[config.mk]
export PLATFORM = sky130hd
export DESIGN_NAME = sxio_port
export DESIGN_NICKNAME = d
export VERILOG_FILES = /design/src/logic/sxio_pkg.sv /design/src/logic/sxio_port.sv
export SDC_FILE = /design/constraint.sdc
export NUM_CORES = 1
export LEC_CHECK = 0
export BUFFER_PORTS_ARGS = -buffer_cell sky130_fd_sc_hd__buf_2
export CORE_ASPECT_RATIO = 1.75
export CORE_MARGIN = 5
export CORE_UTILIZATION = 36
export DETAILED_ROUTE_END_ITERATION = 8
export PLACE_DENSITY = 0.62
export SYNTH_ARGS = -nofsm -noshare
export SYNTH_HDL_FRONTEND = slang
export SYNTH_SLANG_ARGS = --single-unit
[constraint.sdc]
create_clock -name core_clk_i -period 2 [get_ports core_clk_i]
set_input_delay 0.2 -clock core_clk_i [delete_from_list [all_inputs] [get_ports core_clk_i]]
set_output_delay 0.2 -clock core_clk_i [all_outputs]
set_load 0.05 [all_outputs]
[src/logic/sxio_pkg.sv]
// Package for the sixteen-line I/O port: register map, fields and timing.
package sxio_pkg;

  localparam int unsigned LINES = 16;
  localparam logic [31:0] OFF_CTRL = 32'h080000d0;
  localparam logic [31:0] OFF_IN = 32'h080000d4;
  localparam logic [31:0] OFF_OUT = 32'h080000d8;
  localparam logic [31:0] OFF_OE = 32'h080000dc;
  localparam int unsigned MODE15_LSB = 30;
  localparam int unsigned MODES_LSB = 16;
  localparam int unsigned INV_LSB = 0;
  localparam logic [31:0] RST_CTRL = 32'h00000000;
  localparam logic [15:0] RST_OUT = 16'h0000;
  localparam logic [15:0] RST_OE = 16'h0000;
  localparam logic [1:0] MODE_OFF = 2'h0;
  localparam logic [1:0] MODE_LEVEL = 2'h1;
  localparam logic [1:0] MODE_EDGE = 2'h2;
  localparam logic [1:0] MODE_EDGE_BUSY = 2'h3;
  localparam int unsigned SYNC_STAGES = 3;

  typedef struct packed {
    logic [31:0] adr;
    logic [31:0] dat;
    logic [3:0] sel;
    logic we;
    logic cyc;
    logic stb;
  } sxio_wb_req_s;

  typedef struct packed {
    logic [31:0] dat;
    logic ack;
  } sxio_wb_rsp_s;

endpackage

[src/logic/sxio_port.sv]
// Sixteen-line programmable I/O port with a classic Wishbone register slave.
//
// Implementation choice: register access over Wishbone.
`timescale 1ns/1ps
module sxio_port (
  input wire logic core_clk_i,
  input wire logic sys_rst_i,
  input wire sxio_pkg::sxio_wb_req_s wb_req_i,
  output sxio_pkg::sxio_wb_rsp_s wb_rsp_o,
  input wire logic [15:0] general_io_lines_i,
  output logic [15:0] general_io_lines_o,
  output logic [15:0] general_io_lines_oe_o,
  input wire logic force_busy_clear_i,
  output logic force_port_busy_bit_o,
  output logic processor_interrupt_input_three_o
);

  logic [31:0] ctrl;
  logic [15:0] outreg;
  logic [15:0] oereg;
  logic [15:0] inreg;
  logic held;
  logic busy;
  logic ack;
  logic [31:0] rdat;
  logic [15:0] sync [sxio_pkg::SYNC_STAGES];
  logic [15:0] prev;
  logic irq;
  logic [15:0] pad;
  logic [15:0] oe_q;
  logic [31:0] next_ctrl;
  logic [15:0] next_outreg;
  logic [15:0] next_oereg;
  logic [15:0] next_inreg;
  logic next_held;
  logic next_busy;
  logic next_ack;
  logic [31:0] next_rdat;
  logic [15:0] next_prev;
  logic next_irq;
  logic [15:0] next_pad;
  logic [15:0] next_oe_q;
  logic [15:0] inv;
  logic [15:0] level;
  logic [15:0] rise;
  logic [15:0] rise_q;
  logic [15:0] next_rise_q;
  logic [31:0] merged_out;
  logic [31:0] merged_oe;
  logic [7:0] req;
  logic access;
  logic edge15;

  // Field extraction used for every upper line.
  function automatic logic [1:0] line_mode(input logic [31:0] c, input int unsigned n);
    line_mode = c[sxio_pkg::MODES_LSB + 2 * (n - 8) +: 2];
  endfunction

  function automatic logic [31:0] byte_merge(input logic [31:0] old, input logic [31:0] nw, input logic [3:0] s);
    byte_merge = old;
    for (int b = 0; b < 4; b++) begin
      if (s[b]) begin
        byte_merge[8 * b +: 8] = nw[8 * b +: 8];
      end
    end
  endfunction

  // Three stages instead of two give extra settling time for slow edges.
  always_ff @(posedge core_clk_i) begin
    sync[0] <= general_io_lines_i;
    for (int s = 1; s < sxio_pkg::SYNC_STAGES; s++) begin
      sync[s] <= sync[s - 1];
    end
  end

  assign inv = ctrl[sxio_pkg::INV_LSB +: 16];
  assign level = sync[sxio_pkg::SYNC_STAGES - 1] ^ inv;
  assign rise = level & ~prev;
  assign access = wb_req_i.cyc & wb_req_i.stb & ~ack;
  // Edge requests take one more stage than level requests, so an edge is raised a cycle later.
  assign edge15 = rise_q[15] & (ctrl[sxio_pkg::MODE15_LSB +: 2] == sxio_pkg::MODE_EDGE_BUSY);
  assign merged_out = byte_merge({16'h0000, outreg}, wb_req_i.dat, wb_req_i.sel);
  assign merged_oe = byte_merge({16'h0000, oereg}, wb_req_i.dat, wb_req_i.sel);

  genvar g;
  generate
    for (g = 8; g < 16; g++) begin : g_req
      // Mode three is reserved below line fifteen and raises nothing there.
      assign req[g - 8] = (line_mode(ctrl, g) == sxio_pkg::MODE_LEVEL) ? level[g] :
                          ((line_mode(ctrl, g) == sxio_pkg::MODE_EDGE) ||
                           (g == 15 && line_mode(ctrl, g) == sxio_pkg::MODE_EDGE_BUSY)) ? rise_q[g] : 1'b0;
    end
  endgenerate

  always_comb begin
    next_ctrl = ctrl;
    next_outreg = outreg;
    next_oereg = oereg;
    next_inreg = level;
    next_held = held;
    next_busy = busy;
    next_ack = access;
    next_rdat = 32'h00000000;
    next_prev = level;
    next_rise_q = rise;
    next_irq = |req;
    next_oe_q = oereg;
    next_pad = outreg ^ inv;
    if (held) begin
      next_inreg = inreg;
    end
    if (access) begin
      next_held = 1'b0;
      if (wb_req_i.we) begin
        case (wb_req_i.adr)
          sxio_pkg::OFF_CTRL: next_ctrl = byte_merge(ctrl, wb_req_i.dat, wb_req_i.sel);
          sxio_pkg::OFF_OUT: next_outreg = merged_out[15:0];
          sxio_pkg::OFF_OE: next_oereg = merged_oe[15:0];
          default: next_ctrl = ctrl;
        endcase
      end else begin
        case (wb_req_i.adr)
          sxio_pkg::OFF_CTRL: next_rdat = ctrl;
          sxio_pkg::OFF_IN: next_rdat = {16'h0000, inreg};
          sxio_pkg::OFF_OUT: next_rdat = {16'h0000, outreg};
          sxio_pkg::OFF_OE: next_rdat = {16'h0000, oereg};
          default: next_rdat = 32'h00000000;
        endcase
      end
    end
    // Set wins over a same-cycle clear so a line fifteen edge is never lost.
    if (force_busy_clear_i) begin
      next_busy = 1'b0;
    end
    if (edge15) begin
      next_busy = 1'b1;
    end
    if (sys_rst_i) begin
      // Capture taken straight from the synchroniser in every reset cycle and
      // held until the first bus access, so drivers released with reset are not sampled.
      next_inreg = level;
      next_held = 1'b1;
    end
  end

  always_ff @(posedge core_clk_i) begin
    inreg <= next_inreg;
    held <= next_held;
    if (sys_rst_i) begin
      ctrl <= sxio_pkg::RST_CTRL;
      outreg <= sxio_pkg::RST_OUT;
      oereg <= sxio_pkg::RST_OE;
      busy <= 1'b0;
      ack <= 1'b0;
      rdat <= 32'h00000000;
      prev <= 16'h0000;
      rise_q <= 16'h0000;
      irq <= 1'b0;
      pad <= 16'h0000;
      oe_q <= 16'h0000;
    end else begin
      ctrl <= next_ctrl;
      outreg <= next_outreg;
      oereg <= next_oereg;
      busy <= next_busy;
      ack <= next_ack;
      rdat <= next_rdat;
      prev <= next_prev;
      rise_q <= next_rise_q;
      irq <= next_irq;
      pad <= next_pad;
      oe_q <= next_oe_q;
    end
  end

  assign wb_rsp_o.ack = ack;
  assign wb_rsp_o.dat = rdat;
  assign general_io_lines_o = pad;
  assign general_io_lines_oe_o = oe_q;
  assign force_port_busy_bit_o = busy;
  assign processor_interrupt_input_three_o = irq;

endmodule

==> flow_summary.yaml, run 1 <==
outcome:
  status: "finished clean"
route:
  drc: 0
  drt_iter0_drc: 234
  routedWlPerCell_um: 16.45
  vias_per_cell: 4.730
  vias: 5090
  ant_nets: 0
  wl_um: 17700
  dr.pass1.iters: 5
floorplan:
  core_sq_mm: 0.02037
  start_util: 0.3655
  rows: 69
  chipWidth_um: 118.7
  io_pins: 157
  die_h_um: 200.3
  dieArea_sq_mm: 0.02378
clock_tree:
  cts_buffer_depth: 3
  cts_resized: 0
  clockRootBuffer: "clkbuf_16"
  clkTransAtPathRegs_ns: 0.06
  clk_latency_ns: 0.50
  cts_inserted_buffers: 21
  cts_tree: "done"
  htree_levels: 1
  clock-sinks: 212
final_layout:
  post-route-util: 0.4716
  diodes: 0
  drive_gt1_frac: 0.2911
  fin_nets: 903
  final_cells: 1076
  final_area_sq_mm: 0.009609
  area_growth_pct: 29.03
sta:
  final_hold_viol_count: 0
  grt_setup_unrepaired: "false"
  fin_worst_skew_ns: 0.01676
  slew_violations: 0
  tightest_slew_ns: 0.4545
  setup_violations: 0
  period_minus_slack_ns: 1.585
  fin_crit_sh: 0.7924
  tns_ns: 0
  max-slew-margin-rel: 0.6949
  fmax_ghz: 0.6310
grt:
  grt.overflow.total: 0
  met3_usage: 0.02963
  antenna_found_initial: 0
  grt_busiest_layer: "met2"
  grt_max_degree: 41
  grt_usage: 0.1491
  grt_pass1_vias: 5407
  globalRouteMet2Util: 0.2930
  grt_use_met1: 0.1565
  grt_first_pass_wirelength_um: 28420
yosys:
  netlist_area_sq_mm: 0.007447
  yosys_warnings: 0
  synth.top_cell.area_share: 0.5269
  yosysTopAreaCell: "dfxtp_1"
  yosys.cell_count.top_type: "dfxtp_1"
  synth_commonest_cells: "dfxtp_1, nand2b_1, mux2i_1"
  ys_async_sr_fraction: 0
  synth.distinct_cells: 41
  synthTopCellsByArea: "dfxtp_1, mux2i_1, edfxtp_1, nand2b_1, mux4_2"
  seq_area_frac_synth: 0.5914
  synth_nets: 705
  ys_seq_elements: 212
  syn_avg_cell_area_sq_um: 12.11
  syn_inst: 615
  synth-main-ff-cell: "dfxtp_1"
  synth_edf_count: 16
placed_design:
  gp_congestion: 0.8095
  post-dp-hpwl_um: 13250
  placed_cells: 1005
  portBuffers: 156
  placed_area_sq_mm: 0.008561
worst_hold_path:
  hold_class: "input port to flop"
  worstHoldStart: "wb_req_i[28]"
  hold_path_depth: 3
  hold_end: "ctrl[21]"
setup_path:
  path_class: "flop to flop"
  worstReg2RegStart: "ack"
  end_kind: "flop"
  ff2ff_path_depth: 5
  regToRegSetupSlack_ns: 0.42
  critPathLaunchType: "flop"
  r2r-end: "outreg[8]"
  required_ns: 2.42
  crit_arrival_ns: 2.00
  cp_max_fo: 9
power:
  power_frac_comb: 0.043
  cell_internal_pwr_mw: 6.990
  p_clk_frac: 0.458
  cellLeakagePower_nw: 4.173
  p_per_area_mw_per_mm2: 917.5
  p_seq_frac: 0.499
  power.switching_mw: 1.826
  swShare: 0.2072
  ir_worst_vdd_uv: 656.5
run:
  max_cap_violations: 0
[worst max path at each step]
stage | startpoint | to | slack [ns] | depth (start not counted)
final | ack | outreg[8] | 0.42 | 5
after global routing | ack | outreg[12] | 0.32 | 5
after CTS | ack | outreg[8] | 0.40 | 5
after detailed placement | wb_req_i[48] | ctrl[2] | 0.11 | 6
after global placement | wb_req_i[48] | ctrl[7] | 0.15 | 6
after floorplan | sys_rst_i | inreg[0] | 0.46 | 3
[timing repair]
| item | CTS | global route |
|---|---|---|
| hold buffers | 33 | 0 |
| endpoints found under the hold margin | 33 | 0 |
| buffers inserted | 0 | 0 |
[placed cells by master (no fill, tap or decap), types with 2 or more instances in the layout]
master / count
a21oi_1: 17
and2_1: 16
and3_1: 4
and4_1: 4
buf_12: 3
buf_2: 156
buf_4: 18
bufinv_16: 3
clkbuf_1: 2
clkbuf_16: 22
clkinv_1: 3
clkinv_2: 3
clkinv_4: 2
dfxtp_1: 196
dlygate4sd3_1: 33
edfxtp_1: 16
inv_1: 24
inv_6: 3
mux2i_1: 48
mux4_2: 16
nand2_1: 8
nand2b_1: 67
nand3_1: 3
nand3_2: 2
nand3b_1: 4
nand4_1: 19
nand4_4: 2
nor2_1: 28
nor2b_1: 16
nor3_1: 11
nor3_4: 2
nor3b_1: 8
nor4_1: 4
nor4_4: 6
o31ai_1: 16
or3_1: 2
xnor2_1: 24
xor2_1: 8
[power by group through the flow]
stage / clock (mW) / combinational, mW / sequential (mW)
floorplan: 0 / 0.174 / 4.48
global placement: 0 / 0.341 / 4.49
detailed placement: 0 / 0.339 / 4.50
CTS: 4.19 / 0.391 / 4.40
global route: 4.35 / 0.420 / 4.40
finish: 4.04 / 0.383 / 4.40
[worst max-delay path, cell delays in order, from the launching register on]
cell and delay, ns:
dfxtp_1 0.32, nand3b_4 0.21, or3_1 0.44, nor3_4 0.12
buf_4 0.24, mux2i_1 0.20
[cell families (layout without fill, tap and decap cells)]
group	count (synthesis)	after routing	synth area share
XOR/XNOR	32	32	0.03763
buffers and inverters	59	272	0.03528
multiplexers	64	64	0.1129
AO/OA/AOI/OAI	37	37	0.03092
flip-flops	212	212	0.5914
AND/OR/NAND/NOR	211	211	0.1919
[layer usage]
| layer | vias up | share of wire |
|---|---|---|
| met4 | 0 | 0.025 |
| li1 | 2502 | - |
| met1 | 2405 | 0.36 |
| met2 | 152 | 0.56 |
| met5 | - | 0 |
| met3 | 31 | 0.055 |
[sequential cells by signal, summed over array words and instances, names as in the netlist]
name / flops
ack: 1
ctrl: 32
force_port_busy_bit_o: 1
general_io_lines_o: 16
general_io_lines_oe_o: 16
held: 1
inreg: 16
next_oe_q: 16
outreg: 16
prev: 8
processor_interrupt_input_three_o: 1
rdat: 32
rise_q: 8
sync: 48
[cell type report]
| class | instances | area, sq um |
|---|---|---|
| Inverter | 24 | 90.09 |
| Fill cell | 1898 | 10770 |
| Timing Repair Buffer | 210 | 1306 |
| Clock inverter | 14 | 160.2 |
| Multi-Input combinational cell | 344 | 2780 |
| Sequential cell | 212 | 4404 |
| Clock buffer | 24 | 558.0 |
| Tap cell | 248 | 310.3 |
[per-stage QoR]
step	hold WS [ns]	power, mW	setup WS (ns)
floorplan	0.2277	4.658	0.4555
global placement	0.3025	4.833	0.1549
detailed placement	0.3036	4.835	0.1104
CTS	0.007394	8.979	0.3961
global route	0.006061	9.178	0.3214
finish	0.02671	8.816	0.4151
Power figures use the tool's default switching activity.
==> inputs of run 2 (changes only) <==
--- a/config.mk
+++ b/config.mk
@@ -10,7 +10,7 @@
 export CORE_MARGIN = 5
 export CORE_UTILIZATION = 36
 export DETAILED_ROUTE_END_ITERATION = 8
-export PLACE_DENSITY = 0.62
+export PLACE_DENSITY = 0.64
 export SYNTH_ARGS = -nofsm -noshare
 export SYNTH_HDL_FRONTEND = slang
 export SYNTH_SLANG_ARGS = --single-unit
==> constraint.sdc (replaced) <==
create_clock -name core_clk_i -period 1.4 [get_ports core_clk_i]
set_input_delay 0.14 -clock core_clk_i [delete_from_list [all_inputs] [get_ports core_clk_i]]
set_output_delay 0.14 -clock core_clk_i [all_outputs]
set_load 0.05 [all_outputs]
==> run 2 against run 1 <==
The run now ends with negative setup slack left. Global-route usage increased by 1.1 points. Die area unchanged. Sequential share of layout area decreased by 3.1 points. Clock skew increased by 0.0049 ns.
==> flow_summary.yaml, run 2 (synthesis results as in run 1) <==
outcome:
  status: "complete, but fails checks"
  violations: "negative setup slack"
floorplan:
  start_util: 0.3655
  rows: 69
  core_sq_mm: 0.02037
  io_pins: 157
  die_h_um: 200.3
  dieArea_sq_mm: 0.02378
  chipWidth_um: 118.7
final_layout:
  layout_common_cells: "dfxtp_1, buf_2, nand2b_1"
  final_cells: 1122
  final_area_sq_mm: 0.01032
  area_growth_pct: 38.56
  diodes: 0
  drive_gt1_frac: 0.3501
  top_regs: "sync x48, ctrl x32, rdat x32"
  post-route-util: 0.5064
  fill_cells: 1815
  fin_nets: 951
  final_common_cell: "dfxtp_1"
  top_register: "sync"
  largest_register_ffs: 48
sta:
  final_hold_viol_count: 0
  fmax_ghz: 0.6247
  max-slew-margin-rel: 0.6870
  period_minus_slack_ns: 1.601
  fin_crit_sh: 1.143
  grt_setup_unrepaired: "true"
  slew_violations: 0
  tightest_slew_ns: 0.4695
  fin_ws_ns: -0.2007
  setup_violations: 73
  fin_worst_skew_ns: 0.02165
power:
  cellLeakagePower_nw: 4.416
  ir_worst_vdd_uv: 896.3
  p_per_area_mw_per_mm2: 1165
setup_path:
  required_ns: 1.81
  cp_slowest_cell: "or3_4"
  cpPeakStageDelay_ns: 0.38
  cp_max_fo: 8
  worstReg2RegStart: "ack"
  end_kind: "flop"
  crit_arrival_ns: 2.01
  regToRegSetupSlack_ns: -0.20
  critical_path.cell_chain: "nand3b_4 > or3_4 > nor3_4 > buf_12 > mux2i_1"
  critPathTopFamily: "simple AND/OR/NAND/NOR gates"
  critPathLaunchType: "flop"
  path_class: "flop to flop"
  path_buf_inv: 1
  r2r-end: "next_oe_q[8]"
  ff2ff_path_depth: 5
worst_hold_path:
  hold_class: "input port to flop"
  hold_end: "outreg[0]"
  hold_path_depth: 3
  worstHoldStart: "wb_req_i[7]"
grt:
  grt.overflow.total: 0
  antenna_found_initial: 0
  grt_max_degree: 53
  grt_pass1_vias: 5673
  grt_first_pass_wirelength_um: 30210
  grt_usage: 0.1603
run:
  max_cap_violations: 0
clock_tree:
  cts_buffer_depth: 3
  cts_inserted_buffers: 21
  clock-sinks: 212
  clk_latency_ns: 0.50
  cts_tree: "done"
  clockRootBuffer: "clkbuf_16"
  htree_levels: 1
  clkTransAtPathRegs_ns: 0.06
route:
  drc: 0
  drt_iter0_drc: 226
  vias: 5316
  dr.pass1.iters: 5
  wl_um: 19390
  ant_nets: 0
  routedWlPerCell_um: 17.28
  vias_per_cell: 4.738
placed_design:
  dp_slack_ns: -0.2756
  placed_area_sq_mm: 0.008859
  placed_cells: 1036
  gp_congestion: 0.8180
  portBuffers: 156
  post-dp-hpwl_um: 13860
==> run 2: changes by cell type in the layout (fill, tap and decap cells not counted), sizes merged <==
cell         delta
buf            +35
bufinv          -3
clkbuf          +7
clkinv          -5
dlygate4sd3    +13
inv             -1
==> run 2: timing repair <==
item,in CTS,in global routing
pin swaps,11,16
resized for setup,53,20
setup endpoints to repair,81,96
endpoints found under the hold margin,63,0
gates cloned,2,0
hold buffers,46,0
buffers inserted,2,1
==> run 2: report_power, final <==
group	internal, mW	switching [mW]	total, mW
Sequential	6.25	0.0428	6.29
Clock	2.84	2.24	5.08
Combinational	0.362	0.291	0.654
==> run 2: metrics by stage <==
step	hold slack (ns)	TNS [ns]	total power, mW
after global routing	0.01381	-13.04	12.50
final	0.0004927	-7.056	12.02
after global placement	0.2425	-17.27	6.959
after floorplan	0.1677	-2.276	6.655
after CTS	0.001024	-7.374	12.17
after detailed placement	0.2436	-20.06	6.965
==> run 2: cell type report <==
class	instances	area, sq um	area share
well taps	248	310.3	0.03007
multi-input cells	344	3110	0.3014
clock buffers	31	573.1	0.05554
flip-flops and latches	212	4405	0.4269
clock inverters	5	30.03	0.002910
inverters	24	90.09	0.008730
repair buffers	258	1799	0.1744
==> run 2: worst max path at each step <==
stage	from	endpoint	slack, ns	cells past startpoint
after floorplan	ack	outreg[10]	-0.14	4
after global placement	wb_req_i[48]	rdat[14]	-0.24	7
after detailed placement	wb_req_i[57]	ctrl[26]	-0.28	7
after CTS	ack	next_oe_q[8]	-0.21	5
after global routing	ack	outreg[12]	-0.26	5
final	ack	next_oe_q[8]	-0.20	5
==> run 2: metal layers <==
layer | track usage | up-vias | part of all wire
li1 | - | 2598 | -
met1 | 0.1648 | 2526 | 0.35
met2 | 0.3109 | 149 | 0.56
met3 | 0.03076 | 43 | 0.050
met4 | 0.06548 | 0 | 0.037
met5 | 0 | - | 0
==> run 2: worst reg2reg max path: stages (launching register included) <==
cell and delay (ns):
dfxtp_2 0.32, nand3b_4 0.22, or3_4 0.38, nor3_4 0.22, buf_12 0.18, mux2i_1 0.20
